[src/design/fle10_pkg.sv]
// Purpose : constants and carriers for the tenth fan lookup table entry
// Assumes : AXI4-Lite register access, 32-bit data, one register per word
// Notes   : register indices are byte address divided by four
package fle10_pkg;

  // ------------------------------------------------------------------
  // register indices (byte address = index * 4)
  // ------------------------------------------------------------------
  localparam int          ADDR_W          = 12;
  localparam int          IDX_W           = 10;
  localparam logic [9:0]  IDX_LUT_CTRL    = 10'h04A;
  localparam logic [9:0]  IDX_LUT_OFFSET  = 10'h04E;
  localparam logic [9:0]  IDX_LIMIT       = 10'h062;
  localparam logic [9:0]  IDX_DUTY        = 10'h063;
  localparam logic [9:0]  IDX_LUT_MODE    = 10'h070;
  localparam logic [9:0]  IDX_ENTRY_STAT  = 10'h071;

  // ------------------------------------------------------------------
  // field positions
  // ------------------------------------------------------------------
  localparam int          UNLOCK_BIT      = 5;
  localparam int          MODE_TEMP_HIRES = 0;
  localparam int          MODE_DUTY_HIRES = 1;
  localparam int          MODE_PWM_FAST   = 2;
  localparam int          STAT_ACTIVE     = 0;

  // ------------------------------------------------------------------
  // reset values
  // ------------------------------------------------------------------
  localparam logic [7:0]  RST_LIMIT       = 8'h7F;
  localparam logic [7:0]  RST_DUTY        = 8'h3F;
  localparam logic [7:0]  RST_OFFSET      = 8'h00;
  localparam logic [2:0]  RST_MODE        = 3'h0;

  // ------------------------------------------------------------------
  // bus answers
  // ------------------------------------------------------------------
  localparam logic [1:0]  RESP_OKAY       = 2'h0;
  localparam logic [1:0]  RESP_SLVERR     = 2'h2;

  typedef struct packed {
    logic              awvalid;
    logic [ADDR_W-1:0] awaddr;
    logic [2:0]        awprot;
    logic              wvalid;
    logic [31:0]       wdata;
    logic [3:0]        wstrb;
    logic              bready;
    logic              arvalid;
    logic [ADDR_W-1:0] araddr;
    logic [2:0]        arprot;
    logic              rready;
  } fle10_axi_req_s;

  typedef struct packed {
    logic        awready;
    logic        wready;
    logic        bvalid;
    logic [1:0]  bresp;
    logic        arready;
    logic        rvalid;
    logic [31:0] rdata;
    logic [1:0]  rresp;
  } fle10_axi_rsp_s;

endpackage

[src/design/fle10_top.sv]
// What this block does
// RQ1: low-res limit top bit forced zero; high-res uses it as half-degree bit
// RQ2: limit top bit reads back as zero in low-res temperature mode
// RQ3: limit spans 0..127.5 in half steps, or 0..127 whole degrees
// RQ4: temperature above limit drives the PWM output with this entry's duty
// RQ5: compare nine temperature bits in high-res, eight in low-res
// RQ6: limit is always taken as non-negative, sign assumed zero
// RQ7: table offset register adds to the limit for higher set points
// RQ8: low-res duty mode holds the two upper duty bits at zero
// RQ9: high-res duty mode joins upper and lower bits into eight-bit duty
// RQ10: upper duty bits act only at the fastest PWM frequency
// RQ11: low-res duty mode uses the six lower duty bits
// RQ12: both registers always readable; writes only while table unlocked
//
// Purpose : tenth lookup table entry with its AXI4-Lite register slave
// Assumes : I_REMOTE_TEMP is filtered, unsigned, in half-degree steps
// Notes   : decision is registered, one cycle behind temperature/registers
//
// Implementation choice: the AXI4-Lite interface to the registers.
`timescale 1ns/100ps
module fle10_top
  import fle10_pkg::*;
(
  input  wire logic           I_CLOCK,
  input  wire logic           I_RST,
  input  wire fle10_axi_req_s I_AXI,
  output fle10_axi_rsp_s      O_AXI,
  input  wire logic [8:0]     I_REMOTE_TEMP,
  input  wire logic [7:0]     I_PWM_DUTY_BELOW,
  output logic                O_ENTRY_ACTIVE,
  output logic [7:0]          O_PWM_DUTY
);

  // ------------------------------------------------------------------
  // state
  // ------------------------------------------------------------------
  typedef struct packed {
    logic              aw_held;
    logic [IDX_W-1:0]  aw_idx;
    logic              w_held;
    logic [7:0]        w_data;
    logic              w_strb0;
    logic              bvalid;
    logic [1:0]        bresp;
    logic              rvalid;
    logic [7:0]        rdata;
    logic [1:0]        rresp;
    logic              unlock;
    logic [7:0]        offset;
    logic [7:0]        limit;
    logic [7:0]        duty;
    logic [2:0]        mode;
    logic              active;
    logic [7:0]        pwm_duty;
  } fle10_state_s;

  fle10_state_s st;
  fle10_state_s next_st;

  logic             temp_hires;
  logic             duty_hires;
  logic             pwm_fast;
  logic [9:0]       temp_cmp;
  logic [9:0]       limit_half;
  logic [7:0]       eff_duty;
  logic             cmp_active;
  logic             wr_do;
  logic             rd_do;
  logic [IDX_W-1:0] rd_idx;
  logic [7:0]       rd_val;
  logic             rd_hit;
  logic             wr_hit;

  assign temp_hires = st.mode[MODE_TEMP_HIRES];
  assign duty_hires = st.mode[MODE_DUTY_HIRES];
  assign pwm_fast   = st.mode[MODE_PWM_FAST];

  // ------------------------------------------------------------------
  // limit comparison
  // ------------------------------------------------------------------
  // low-res drops the half-degree bit of the reading
  assign temp_cmp = temp_hires ? {1'b0, I_REMOTE_TEMP}
                               : {1'b0, I_REMOTE_TEMP[8:1], 1'b0}; // RQ5

  // limit held as unsigned half degrees, so no sign can creep in; offset is whole degrees
  assign limit_half = {2'b00, st.limit[6:0], temp_hires & st.limit[7]} // RQ1 RQ3 RQ6
                    + {1'b0, st.offset, 1'b0};                          // RQ7

  assign cmp_active = temp_cmp > limit_half; // RQ4

  // extended duty bits are dead unless both high-res duty and fast PWM are chosen
  assign eff_duty = (duty_hires && pwm_fast) ? st.duty          // RQ9 RQ10
                                             : {2'b00, st.duty[5:0]}; // RQ8 RQ11

  // ------------------------------------------------------------------
  // register read decode
  // ------------------------------------------------------------------
  assign rd_idx = I_AXI.araddr[ADDR_W-1:2];

  always_comb begin
    rd_hit = 1'b1;
    rd_val = 8'h00;
    case (rd_idx)
      IDX_LUT_CTRL: begin
        rd_val[UNLOCK_BIT] = st.unlock;
      end
      IDX_LUT_OFFSET: begin
        rd_val = st.offset;
      end
      IDX_LIMIT: begin
        rd_val = {temp_hires & st.limit[7], st.limit[6:0]}; // RQ2 RQ12
      end
      IDX_DUTY: begin
        rd_val = duty_hires ? st.duty : {2'b00, st.duty[5:0]}; // RQ8 RQ12
      end
      IDX_LUT_MODE: begin
        rd_val = {5'h00, st.mode};
      end
      IDX_ENTRY_STAT: begin
        rd_val[STAT_ACTIVE] = st.active;
      end
      default: begin
        rd_hit = 1'b0;
      end
    endcase
  end

  always_comb begin
    case (st.aw_idx)
      IDX_LUT_CTRL, IDX_LUT_OFFSET, IDX_LIMIT, IDX_DUTY, IDX_LUT_MODE: wr_hit = 1'b1;
      default: wr_hit = 1'b0;
    endcase
  end

  // ------------------------------------------------------------------
  // next state
  // ------------------------------------------------------------------
  assign wr_do = st.aw_held && st.w_held && !st.bvalid;
  assign rd_do = I_AXI.arvalid && !st.rvalid;

  always_comb begin
    next_st = st;

    // address and data are caught independently, in either order
    if (I_AXI.awvalid && !st.aw_held && !st.bvalid) begin
      next_st.aw_held = 1'b1;
      next_st.aw_idx  = I_AXI.awaddr[ADDR_W-1:2];
    end
    if (I_AXI.wvalid && !st.w_held && !st.bvalid) begin
      next_st.w_held  = 1'b1;
      next_st.w_data  = I_AXI.wdata[7:0];
      next_st.w_strb0 = I_AXI.wstrb[0];
    end

    if (wr_do) begin
      next_st.aw_held = 1'b0;
      next_st.w_held  = 1'b0;
      next_st.bvalid  = 1'b1;
      next_st.bresp   = wr_hit ? RESP_OKAY : RESP_SLVERR;
      // locked limit and duty writes are acknowledged but dropped, as software expects
      if (st.w_strb0) begin
        case (st.aw_idx)
          IDX_LUT_CTRL: begin
            next_st.unlock = st.w_data[UNLOCK_BIT];
          end
          IDX_LUT_OFFSET: begin
            next_st.offset = st.w_data;
          end
          IDX_LIMIT: begin
            if (st.unlock) begin
              next_st.limit = st.w_data; // RQ12
            end
          end
          IDX_DUTY: begin
            if (st.unlock) begin
              next_st.duty = st.w_data; // RQ12
            end
          end
          IDX_LUT_MODE: begin
            next_st.mode = st.w_data[2:0];
          end
          default: begin
          end
        endcase
      end
    end else if (st.bvalid && I_AXI.bready) begin
      next_st.bvalid = 1'b0;
    end

    if (rd_do) begin
      next_st.rvalid = 1'b1;
      next_st.rdata  = rd_val;
      next_st.rresp  = rd_hit ? RESP_OKAY : RESP_SLVERR;
    end else if (st.rvalid && I_AXI.rready) begin
      next_st.rvalid = 1'b0;
    end

    next_st.active   = cmp_active;
    next_st.pwm_duty = cmp_active ? eff_duty : I_PWM_DUTY_BELOW; // RQ4
  end

  always_ff @(posedge I_CLOCK) begin
    if (I_RST) begin
      st          <= '0;
      st.limit    <= RST_LIMIT;
      st.duty     <= RST_DUTY;
      st.offset   <= RST_OFFSET;
      st.mode     <= RST_MODE;
    end else begin
      st <= next_st;
    end
  end

  // ------------------------------------------------------------------
  // outputs
  // ------------------------------------------------------------------
  assign O_AXI.awready = !st.aw_held && !st.bvalid;
  assign O_AXI.wready  = !st.w_held && !st.bvalid;
  assign O_AXI.bvalid  = st.bvalid;
  assign O_AXI.bresp   = st.bresp;
  assign O_AXI.arready = !st.rvalid;
  assign O_AXI.rvalid  = st.rvalid;
  assign O_AXI.rdata   = {24'h000000, st.rdata};
  assign O_AXI.rresp   = st.rresp;
  assign O_ENTRY_ACTIVE = st.active;
  assign O_PWM_DUTY     = st.pwm_duty;

  // ------------------------------------------------------------------
  // checks
  // ------------------------------------------------------------------
  lut_lock_a: assert property ( // RQ12
    @(posedge I_CLOCK) disable iff (I_RST)
    (wr_do && !st.unlock && (st.aw_idx == IDX_LIMIT || st.aw_idx == IDX_DUTY))
      |=> (st.limit == $past(st.limit)) && (st.duty == $past(st.duty)))
    else $error("locked table entry was modified");

  limit_write_a: assert property ( // RQ12
    @(posedge I_CLOCK) disable iff (I_RST)
    (wr_do && st.unlock && st.w_strb0 && st.aw_idx == IDX_LIMIT)
      |=> st.limit == $past(st.w_data) && st.bvalid)
    else $error("unlocked limit write not stored");

  limit_read_a: assert property ( // RQ2
    @(posedge I_CLOCK) disable iff (I_RST)
    (rd_do && rd_idx == IDX_LIMIT && !temp_hires)
      |=> st.rvalid && !st.rdata[7] && st.rdata[6:0] == $past(st.limit[6:0]))
    else $error("low-res limit read shows top bit");

  duty_read_a: assert property ( // RQ8
    @(posedge I_CLOCK) disable iff (I_RST)
    (rd_do && rd_idx == IDX_DUTY && !duty_hires) |=> st.rdata[7:6] == 2'h0)
    else $error("low-res duty read shows upper bits");

  entry_drive_a: assert property ( // RQ4
    @(posedge I_CLOCK) disable iff (I_RST)
    cmp_active |=> O_ENTRY_ACTIVE && O_PWM_DUTY == $past(eff_duty))
    else $error("pwm output not taken from this entry");

  below_pass_a: assert property ( // RQ4
    @(posedge I_CLOCK) disable iff (I_RST)
    !cmp_active |=> !O_ENTRY_ACTIVE && O_PWM_DUTY == $past(I_PWM_DUTY_BELOW))
    else $error("lower entry duty not passed through");

  // judged on the pin, so a slip in the duty mux shows up here
  ext_gate_a: assert property ( // RQ10
    @(posedge I_CLOCK) disable iff (I_RST)
    (cmp_active && !(duty_hires && pwm_fast))
      |=> O_PWM_DUTY == {2'h0, $past(st.duty[5:0])})
    else $error("extended duty bits used outside fast high-res");

  // whole-degree model of the low-res decision, apart from the half-degree datapath
  low_cmp_a: assert property ( // RQ5
    @(posedge I_CLOCK) disable iff (I_RST)
    !temp_hires |-> cmp_active == ({1'b0, I_REMOTE_TEMP[8:1]}
                                   > ({2'b00, st.limit[6:0]} + {1'b0, st.offset})))
    else $error("half-degree bit compared in low-res mode");

  offset_add_a: assert property ( // RQ7
    @(posedge I_CLOCK) disable iff (I_RST)
    limit_half >= {1'b0, st.offset, 1'b0})
    else $error("table offset not added to limit");

  read_hold_a: assert property (
    @(posedge I_CLOCK) disable iff (I_RST)
    (st.rvalid && !I_AXI.rready) |=> st.rvalid && $stable(st.rdata))
    else $error("read answer dropped before taken");

  write_answer_a: assert property (
    @(posedge I_CLOCK) disable iff (I_RST)
    wr_do |=> st.bvalid && !st.aw_held && !st.w_held)
    else $error("write answer missing");

  hires_duty_a: assert property ( // RQ9
    @(posedge I_CLOCK) disable iff (I_RST)
    (cmp_active && duty_hires && pwm_fast) |=> O_PWM_DUTY == $past(st.duty))
    else $error("eight-bit duty not driven in fast high-res");

  duty_write_a: assert property ( // RQ12
    @(posedge I_CLOCK) disable iff (I_RST)
    (wr_do && st.unlock && st.w_strb0 && st.aw_idx == IDX_DUTY)
      |=> st.duty == $past(st.w_data))
    else $error("unlocked duty write not stored");

  read_answer_a: assert property ( // RQ12
    @(posedge I_CLOCK) disable iff (I_RST)
    (rd_do && (rd_idx == IDX_LIMIT || rd_idx == IDX_DUTY))
      |=> st.rvalid && st.rresp == RESP_OKAY)
    else $error("table entry read refused");

endmodule

[config.mk]
export PLATFORM = sky130hd
export DESIGN_NAME = fle10_top
export DESIGN_NICKNAME = d
export VERILOG_FILES = /design/src/design/fle10_pkg.sv /design/src/design/fle10_top.sv
export SDC_FILE = /design/constraint.sdc
export NUM_CORES = 1
export LEC_CHECK = 0
export BUFFER_PORTS_ARGS = -buffer_cell sky130_fd_sc_hd__clkbuf_2
export CAP_MARGIN = 20
export CORE_MARGIN = 2
export CORE_UTILIZATION = 50
export CTS_CLUSTER_DIAMETER = 60
export DETAILED_ROUTE_END_ITERATION = 16
export PLACE_DENSITY = 0.81
export REMOVE_ABC_BUFFERS = 1
export SLEW_MARGIN = 20
export SYNTH_ARGS = -nofsm -noshare
export SYNTH_HDL_FRONTEND = slang
export SYNTH_SLANG_ARGS = --single-unit
[constraint.sdc]
create_clock -name I_CLOCK -period 3.5 [get_ports I_CLOCK]
set_input_delay 1.05 -clock I_CLOCK [delete_from_list [all_inputs] [get_ports I_CLOCK]]
set_output_delay 1.05 -clock I_CLOCK [all_outputs]
set_load 0.005 [all_outputs]
## Yosys cells after proc, flatten, opt, wreduce, memory -nomap -nowiden

Index checks and enable logic that the tools add are counted.

| storage, ports and cells | value |
|---|---|
| bits in registers | 72 |
| input port bits | 90 |
| output and inout bits | 50 |
| logic and storage cells | 73 |

| operators by class | value |
|---|---|
| add/sub/neg operators | 1 |
| $lt $le $gt $ge | 1 |
| eq/ne operators | 11 |
| muxes and demuxes | 16 |
| bitwise logic cells | 1 |
| reductions and logical operators | 26 |

Operators with widths:

| operator | number |
|---|---|
| 10-bit by 7-bit equality test with 1-bit output, second input constant | 11 |
| 8-bit 2-to-1 mux | 3 |
| 4-bit case mux with 4 select lines | 1 |
| 1-bit logical AND | 12 |
| 8-bit by 9-bit adder with 10-bit output | 1 |
| 9-bit by 10-bit > comparator with 1-bit output | 1 |
| 3-bit AND reduction | 3 |
| 4-bit AND reduction | 2 |
| 1-bit 2-to-1 mux | 7 |
| 2-bit case mux with 3 select lines | 1 |
| 6-bit OR reduction | 1 |
| 1-bit case mux with 5 select lines | 1 |
| 5-bit OR reduction | 1 |
| 1-bit zero test | 4 |
| 2-bit 2-to-1 mux | 2 |
| 1-bit case mux with 4 select lines | 1 |
| 2-bit nonzero test | 2 |
| 2-bit OR reduction | 1 |
| 1-bit bitwise AND | 1 |

## Logic depth before layout (Yosys ltp)

Gate-level depths: netlist of the first run.

| depth | value |
|---|---|
| depth in word-level cells | 4 |
| gate-level depth with buffers | 14 |
| gate-level depth less buffers | 14 |

## Worst setup path after synthesis of the first run

Ideal clock, no wire load.

| path | value |
|---|---|
| kind | reg2reg |
| from | register st[20] in the netlist's numbering |
| to | register st, in the netlist O_PWM_DUTY[6] |
| setup time | 0.125 ns |
| arrival | 2.632 ns |
| data required time | 3.375 ns |
| slack | 0.743 ns |
| cell stages (with the launch flop) | 14 |
| buffers on the path | 0 |
| period minus slack after synthesis | 2.757 ns |
| cell sequence | dfxtp_1 -> ha_1 -> inv_1 -> fa_1 -> nor2b_1 -> o31a_1 -> o21ai_0 -> nand2b_1 -> xnor2_1 -> ha_1 -> a211oi_1 -> o2111a_1 -> nor3_2 -> mux2i_1 |

| between the ends | value |
|---|---|
| longest elaborated chain between the ends | 3 |

RTL lines:

| element | line | source |
|---|---|---|
| start: declaration | fle10_top.sv:57 | `fle10_state_s st;` |
| start signal: assignment | fle10_top.sv:210 | `st <= next_st;` |
| 8-bit by 9-bit adder with 10-bit output | fle10_top.sv:87 | `+ {1'b0, st.offset, 1'b0};` |
| 9-bit by 10-bit > comparator with 1-bit output | fle10_top.sv:89 | `assign cmp_active = temp_cmp > limit_half;` |
| 8-bit 2-to-1 mux | fle10_top.sv:199 | `next_st.pwm_duty = cmp_active ? eff_duty : I_PWM_DUTY_BELOW;` |

No other way between the ends.
A chain may end at the register's enable or synchronous reset.

## Worst setup path after layout of the first run

| path | value |
|---|---|
| from | register st[28] in the netlist's numbering |
| to | register st, in the netlist O_PWM_DUTY[7] |

The elaborated chain is that of the path after synthesis.

==> flow_summary.yaml, run 1 <==
run_status:
  outcome: "completed"
critical_path:
  arrival_ns: 3.41
  path_class: "reg2reg"
  reg2reg_slack_ns: 0.33
  critPathLaunchType: "flop"
  crit_fanout: 8
  crit_required_ns: 3.74
  cp-end-kind: "flop"
cts:
  cts_buffers: 9
  cts_resized: 0
  cts_tree: "yes"
  clock_latency_ns: 0.35
  cts-htree-levels: 3
  clk_pin_slew_ns: 0.08
  clockRootBuffer: "clkbuf_8"
  cts_sinks: 70
  cts_setup_buffers: 0
  ctsLongestPathBuffers: 2
  hold_buffers: 0
timing:
  holdWs_ns: 0.488
  max_freq_mhz: 316
  final_max_slew_viol_count: 0
  post-route-min-period_ns: 3.17
  hold_viol_final: 0
  relSlewSlack: 0.563
  min_period_over_period: 0.905
  tightest_slew_ns: 0.655
  finalSetupViolCount: 0
  fin_ws_ns: 0.334
  rsz0062_at_grt: "no"
  clock_skew_ns: 0.0108
  finalSetupTns_ns: 0
global_routing:
  grt_pass1_wl_um: 14200
  grt_pass1_vias: 3047
  grt_max_degree: 55
  grt.overflow.total: 0
  grtUsageTotal: 0.211
  grt_antenna_before_repair: 0
final_layout:
  fin_area_um2: 4260
  final_core_util: 0.580
  antennaDiodeCount: 0
  nets: 605
  layout_commonest_cell: "clkbuf_2"
  fin_cells: 602
  layout-drive-gt1-share: 0.211
  mostFrequentLayoutCells: "76 x clkbuf_2, 70 x dfxtp_1, 66 x nand2_1"
  syn2layout_area_growth_pct: 11.1
place:
  dpl.hpwl_um: 6580
  gp_congestion: 0.869
  placed_area_um2: 4050
  dp_cells: 586
  preCtsSetupSlack_ns: 0.359
  port_buffers: 76
floorplanning:
  die_h_um: 91.5
  start_util: 0.523
  dieArea_um2: 8380
  io_pins: 140
  rows: 31
  core_area_um2: 7330
  die_x_um: 91.5
synth:
  yosysSeqAreaShare: 0.366
  synth_ff_type: "dfxtp_1"
  synth_mux_area_frac: 0.0843
  synth-compound-area-share: 0.158
  synth-edff-count: 0
  synthesis.area_per_instance_um2: 8.63
  synthCells: 444
  synth_top_family_by_area: "simple AND/OR/NAND/NOR gates"
  ys_seq_elements: 70
  netlist_area_um2: 3830
  synthSimpleGateAreaFrac: 0.207
  netlist-cell-type-count: 53
  synth_warnings: 0
  async_flop_share: 0
  yosys.area_share.adder: 0.0575
  synth-xor-area-share: 0.0114
routing:
  via_count: 3270
  first_pass_iters: 4
  drc: 0
  avgRoutedWirePerCell_um: 14.3
  viasPerCell: 5.43
  finalWirelength_um: 8630
  ant_nets: 0
  drt_iter0_drc: 276
pwr:
  ir_worst_vdd_mv: 0.362
  power.density_nw_per_um2: 405
  power_mw: 1.72
  p_leak_nw: 1.85
run:
  max_cap_viol_count: 0
worst_hold_path:
  hold_path_class: "reg2reg"
## final cells by class
type | instances | area [µm²]
Multi-Input combinational cell | 328 | 2080
Clock inverter | 4 | 53.8
Sequential cell | 70 | 1400
Timing Repair Buffer | 78 | 395
Tap cell | 99 | 124
Inverter | 11 | 41.3
Fill cell | 689 | 3080
Clock buffer | 12 | 155
## where the power goes
group | switching (mW) | total, mW | internal (mW) | leakage (nW)
sequential | 0.0290 | 0.857 | 0.828 | 0.572
clock | 0.310 | 0.681 | 0.371 | 0.0992
combinational | 0.107 | 0.186 | 0.0790 | 1.18
total | 0.446 | 1.72 | 1.28 | 1.85
## state kept, by name, indices dropped and copies added (netlist names)
register,cells
pwm_fast,1
st,47
duty_hires,1
O_AXI,12
O_PWM_DUTY,8
O_ENTRY_ACTIVE,1
## synth_stat cells, types with 2 or more instances
master	number	share of area
nor2b_1	7	0.011
nand3_2	2	0.0052
xor2_1	3	0.0069
o31ai_1	6	0.012
o32ai_1	2	0.0046
clkbuf_1	12	0.012
nor4b_4	3	0.019
nor4_1	2	0.0033
o211ai_1	3	0.0059
nor3b_1	3	0.0059
a22oi_1	2	0.0039
buf_1	2	0.0020
a211oi_1	2	0.0039
nand4_1	12	0.020
a31oi_1	4	0.0065
ha_1	16	0.052
nor2_1	27	0.026
a21o_1	2	0.0039
nor3_1	2	0.0026
nand3_1	6	0.0078
nor3_4	2	0.0085
xnor2_1	2	0.0046
and2_1	4	0.0065
dfxtp_1	70	0.37
mux2i_1	30	0.078
o21ai_0	21	0.027
buf_4	46	0.090
inv_1	11	0.011
nand2b_1	3	0.0049
or3_1	2	0.0033
o21bai_1	2	0.0039
a21oi_1	44	0.057
o31a_1	2	0.0046
nand2_1	66	0.065
o22a_1	2	0.0046
mux2_2	2	0.0059
## worst paths after layout
| kind | endpoint | from | cells after the start |
|---|---|---|---|
| max | O_PWM_DUTY[7] | st[28] | 13 |
| min | O_AXI[37] | O_AXI[37] | 2 |
| max reg2reg | O_PWM_DUTY[7] | st[28] | 13 |
| min reg2reg | O_AXI[37] | O_AXI[37] | 2 |
## logic make-up (layout without fill, tap and decap cells)
group	Yosys count	in the layout
AOI/OAI and AO/OA	100	100
xor gates and xnor gates	5	5
adders and majority gates	17	17
buffers and inverters	71	105
DFF	70	70
muxes	32	32
other	1	26
and+or+nand+nor	148	148
## routing by layer
metal | track usage | share of wire
met5 | 0 | 0
met4 | 0.0732 | 0.023
met3 | 0.0589 | 0.066
met2 | 0.364 | 0.50
met1 | 0.249 | 0.42
## critical path: stages (launching register included)
cell      delay [ns]
dfxtp_1         0.38
ha_1            0.19
inv_1           0.05
fa_1            0.40
nor2b_1         0.17
o31a_1          0.21
o21ai_0         0.09
nand2b_1        0.09
xnor2_1         0.14
ha_1            0.27
a211oi_1        0.37
o2111a_1        0.43
nor3_2          0.11
mux2i_1         0.14
Power figures use the tool's default switching activity.
==> inputs of run 2 (changes only) <==
--- a/config.mk
+++ b/config.mk
@@ -9,11 +9,11 @@
 export CAP_MARGIN = 20
 export CORE_MARGIN = 2
 export CORE_UTILIZATION = 50
+export CTS_BUF_LIST = sky130_fd_sc_hd__clkbuf_16
 export CTS_CLUSTER_DIAMETER = 60
 export DETAILED_ROUTE_END_ITERATION = 16
 export PLACE_DENSITY = 0.81
 export REMOVE_ABC_BUFFERS = 1
-export SLEW_MARGIN = 20
 export SYNTH_ARGS = -nofsm -noshare
 export SYNTH_HDL_FRONTEND = slang
 export SYNTH_SLANG_ARGS = --single-unit
==> flow_summary.yaml, run 2 (synthesis gave the netlist of run 1 again) <==
global_routing:
  grtUsageTotal: 0.213
  grt_pass1_wl_um: 14400
  grt_antenna_before_repair: 0
  grt_pass1_vias: 3086
  grt_max_degree: 55
  grt.overflow.total: 0
timing:
  rsz0062_at_grt: "no"
  fin_ws_ns: 0.327
  holdWs_ns: 0.480
  final_max_slew_viol_count: 0
  clock_skew_ns: 0.00770
  finalSetupTns_ns: 0
  tightest_slew_ns: 0.663
  hold_viol_final: 0
  post-route-min-period_ns: 3.17
  finalSetupViolCount: 0
  min_period_over_period: 0.907
  max_freq_mhz: 315
  relSlewSlack: 0.558
routing:
  avgRoutedWirePerCell_um: 14.7
  viasPerCell: 5.47
  drc: 0
  via_count: 3293
  first_pass_iters: 5
  drt_iter0_drc: 270
  ant_nets: 0
  finalWirelength_um: 8830
critical_path:
  path_class: "reg2reg"
  reg2reg_slack_ns: 0.33
  r2r_cells: 13
  crit_required_ns: 3.71
  cp-end-kind: "flop"
  reg2reg_from: "st[28]"
  arrival_ns: 3.39
  crit_fanout: 8
  rr_endpoint: "O_PWM_DUTY[7]"
  critPathCapture: "O_PWM_DUTY[7]"
  critPathLaunchType: "flop"
  startpoint: "st[28]"
final_layout:
  syn2layout_area_growth_pct: 13.2
  layout_commonest_cell: "clkbuf_2"
  nets: 605
  largest_reg_flops: 47
  regMostFlops: "st"
  fin_cells: 602
  layout-drive-gt1-share: 0.207
  antennaDiodeCount: 0
  mostFrequentLayoutCells: "76 x clkbuf_2, 70 x dfxtp_1, 66 x nand2_1"
floorplanning:
  dieArea_um2: 8380
  io_pins: 140
  core_area_um2: 7330
  die_x_um: 91.5
  rows: 31
  start_util: 0.523
  die_h_um: 91.5
worst_hold_path:
  hold_path_class: "reg2reg"
cts:
  ctsLongestPathBuffers: 2
  clock_latency_ns: 0.33
  cts-htree-levels: 3
  cts_sinks: 70
  clockRootBuffer: "clkbuf_16"
  cts_setup_buffers: 0
  cts_buffers: 9
  cts_resized: 0
  cts_tree: "yes"
  hold_buffers: 0
  clk_pin_slew_ns: 0.06
run_status:
  outcome: "completed"
place:
  gp_congestion: 0.869
  dpl.hpwl_um: 6580
  dp_cells: 586
  port_buffers: 76
  preCtsSetupSlack_ns: 0.359
pwr:
  power.density_nw_per_um2: 445
  ir_worst_vdd_mv: 0.429
  p_leak_nw: 1.89
run:
  max_cap_viol_count: 0
-- run 2: changes by cell type in the layout (fill, tap and decap cells not counted), sizes merged --
cell and change:
clkinv +2, clkbuf -3, inv +1
-- run 2: how the worst min path moves through the flow --
stage / start / endpoint / cells after the start / slack (ns)
floorplan: st[67] / st[67] / 2 / 0.44
global placement: st[67] / st[67] / 2 / 0.46
detailed placement: O_AXI[37] / O_AXI[37] / 2 / 0.47
CTS: O_AXI[37] / O_AXI[37] / 2 / 0.48
global route: st[67] / st[67] / 2 / 0.51
finish: O_AXI[9] / O_AXI[9] / 2 / 0.48
-- run 2: layer usage --
metal,GRT usage,part of all wire,vias up,wire length [µm]
li1,-,-,1608,-
met1,0.251,0.42,1535,3740
met2,0.369,0.50,129,4380
met3,0.0456,0.058,21,509
met4,0.0960,0.022,0,194
met5,0,0,-,0
-- run 2: area by class of cell --
class / count / area, µm²
Fill cell: 682 / 2990
Multi-Input combinational cell: 328 / 2080
Sequential cell: 70 / 1400
Timing Repair Buffer: 78 / 395
Clock buffer: 9 / 225
Tap cell: 99 / 124
Clock inverter: 7 / 65.1
Inverter: 11 / 41.3
-- run 2: power breakdown --
group	internal, mW	switching (mW)	total (mW)
clock network	0.546	0.339	0.885
registers	0.829	0.0292	0.858
logic	0.0790	0.108	0.187
-- run 2: stage by stage --
stage	cell area (µm²)	power (mW)	util
final	4340	1.93	0.592
after global routing	4340	2.01	0.592
after CTS	4340	1.94	0.592
after detailed placement	4050	1.06	0.552
after global placement	4050	1.05	0.552
after floorplan	3530	0.968	-
-- run 2: critical path: stages, from the launching register on --
cell and delay, ns:
dfxtp_1 0.38, ha_1 0.19, inv_1 0.05, fa_1 0.40, nor2b_1 0.17, o31a_1 0.21, o21ai_0 0.10, nand2b_1 0.09
xnor2_1 0.14, ha_1 0.27, a211oi_1 0.37, o2111a_1 0.43, nor3_2 0.11, mux2i_1 0.14
==> inputs of run 3 (changes only) <==
--- a/config.mk
+++ b/config.mk
@@ -8,11 +8,11 @@
 export BUFFER_PORTS_ARGS = -buffer_cell sky130_fd_sc_hd__clkbuf_2
 export CAP_MARGIN = 20
 export CORE_MARGIN = 2
-export CORE_UTILIZATION = 50
+export CORE_UTILIZATION = 45
 export CTS_BUF_LIST = sky130_fd_sc_hd__clkbuf_16
 export CTS_CLUSTER_DIAMETER = 60
 export DETAILED_ROUTE_END_ITERATION = 16
-export PLACE_DENSITY = 0.81
+export PLACE_DENSITY = 0.77
 export REMOVE_ABC_BUFFERS = 1
 export SYNTH_ARGS = -nofsm -noshare
 export SYNTH_HDL_FRONTEND = slang
==> constraint.sdc (replaced) <==
create_clock -name I_CLOCK -period 2.58 [get_ports I_CLOCK]
set_input_delay 0.774 -clock I_CLOCK [delete_from_list [all_inputs] [get_ports I_CLOCK]]
set_output_delay 0.774 -clock I_CLOCK [all_outputs]
set_load 0.005 [all_outputs]
==> flow_summary.yaml, run 3 (synthesis gave the netlist of run 1 again) <==
run:
  max_cap_viol_count: 0
final_layout:
  largest_reg_flops: 47
  mostFrequentLayoutCells: "76 x clkbuf_2, 65 x dfxtp_1, 65 x nand2_1"
  syn2layout_area_growth_pct: 24.1
  fin_cells: 638
  antennaDiodeCount: 0
  layout_commonest_cell: "clkbuf_2"
  nets: 635
  layout-drive-gt1-share: 0.298
  fin_area_um2: 4750
  fillers: 750
  regMostFlops: "st"
  final_core_util: 0.578
global_routing:
  grt.overflow.total: 0
  grt_antenna_before_repair: 0
  grt_pass1_vias: 3170
  grt_pass1_wl_um: 14900
  grtUsageTotal: 0.213
  grt_max_degree: 55
cts:
  clockRootBuffer: "clkbuf_16"
  cts_sinks: 70
  clk_pin_slew_ns: 0.06
  hold_buffers: 0
  ctsLongestPathBuffers: 2
  cts_buffers: 9
  cts-htree-levels: 3
  cts_tree: "yes"
  clock_latency_ns: 0.34
floorplanning:
  dieArea_um2: 9270
  start_util: 0.466
  die_x_um: 96.3
  io_pins: 140
  core_area_um2: 8220
  die_h_um: 96.3
  rows: 33
place:
  placed_area_um2: 4290
  gp_congestion: 0.874
  preCtsSetupSlack_ns: -0.416
  dp_cells: 622
  port_buffers: 76
  dpl.hpwl_um: 6790
pwr:
  p_leak_nw: 2.08
  power.density_nw_per_um2: 582
  power_mw: 2.77
  ir_worst_vdd_mv: 0.343
timing:
  max_freq_mhz: 353
  holdWs_ns: 0.475
  finalSetupViolCount: 9
  clock_skew_ns: 0.00815
  min_period_over_period: 1.10
  finalSetupTns_ns: -2.06
  tightest_slew_ns: 0.643
  final_max_slew_viol_count: 0
  post-route-min-period_ns: 2.83
  rsz0062_at_grt: "yes"
  fin_ws_ns: -0.255
  hold_viol_final: 0
  relSlewSlack: 0.570
worst_hold_path:
  hold_path_class: "reg2reg"
run_status:
  outcome: "finished with violations"
  violations: "setup timing"
routing:
  viasPerCell: 5.31
  finalWirelength_um: 9470
  via_count: 3388
  drt_iter0_drc: 179
  first_pass_iters: 4
  avgRoutedWirePerCell_um: 14.8
  ant_nets: 0
  drc: 0
critical_path:
  path_class: "reg2reg"
  critPathLaunchType: "flop"
  crit_required_ns: 2.84
  cp-end-kind: "flop"
  path_common_cell: "ha_4"
  arrival_ns: 3.10
  slowest_delay_ns: 0.38
  path_cells: "ha_4 > inv_2 > fa_2 > nor2b_2 > o31a_1 > o21ai_1 > nand2b_1 > xnor2_2 > ha_4 > a211oi_4 > o2111a_2 > o31ai_1 > a21oi_1"
  crit_fanout: 8
  slowest_stage: "o2111a_2"
[run 3: cell count changes in the layout (fill, tap and decap cells not counted), sizes merged]
cell and delta:
buf +30, clkinv +2, clkinvlp -2, bufinv +1, inv -1
[run 3: worst max-delay path: cells and delay by family (launching register included)]
family,cells,cell delay (ns)
xor gates and xnor gates,1,0.22
buffers and inverters,1,0.06
and+or+nand+nor,2,0.15
AOI/OAI and AO/OA,6,1.40
adders and majority gates,3,0.61
DFF,1,0.33
[run 3: worst paths after layout]
path	startpoint	to	slack, ns	depth (start not counted)
min	O_AXI[37]	O_AXI[37]	0.48	2
max reg2reg	st[20]	O_PWM_DUTY[5]	-0.25	13
max	st[20]	O_PWM_DUTY[5]	-0.25	13
min reg2reg	O_AXI[37]	O_AXI[37]	0.48	2
[run 3: timing repair]
item,CTS,global route
resized for setup,24,4
setup endpoints to repair,9,9
setup buffers,1,0
endpoints found under the hold margin,0,0
pin swaps,14,10
[run 3: routing by layer]
metal / vias up / GRT usage / routed length (µm)
li1: 1670 / - / -
met1: 1567 / 0.248 / 3980
met2: 125 / 0.370 / 4650
met3: 26 / 0.0556 / 567
met4: 0 / 0.0821 / 277
met5: - / 0 / 0
[run 3: report_power, final]
group | switching (mW) | leakage (nW) | internal [mW]
Combinational | 0.153 | 1.35 | 0.120
Sequential | 0.0397 | 0.572 | 1.12
Clock | 0.481 | 0.160 | 0.848
[run 3: area by class of cell]
class	count	area (µm²)	area share
clock buffers	9	225	0.0474
clock inverters	7	96.3	0.0203
inverters	11	41.3	0.00869
multi-input cells	328	2220	0.467
flip-flops and latches	70	1410	0.296
well taps	105	131	0.0276
repair buffers	108	633	0.133
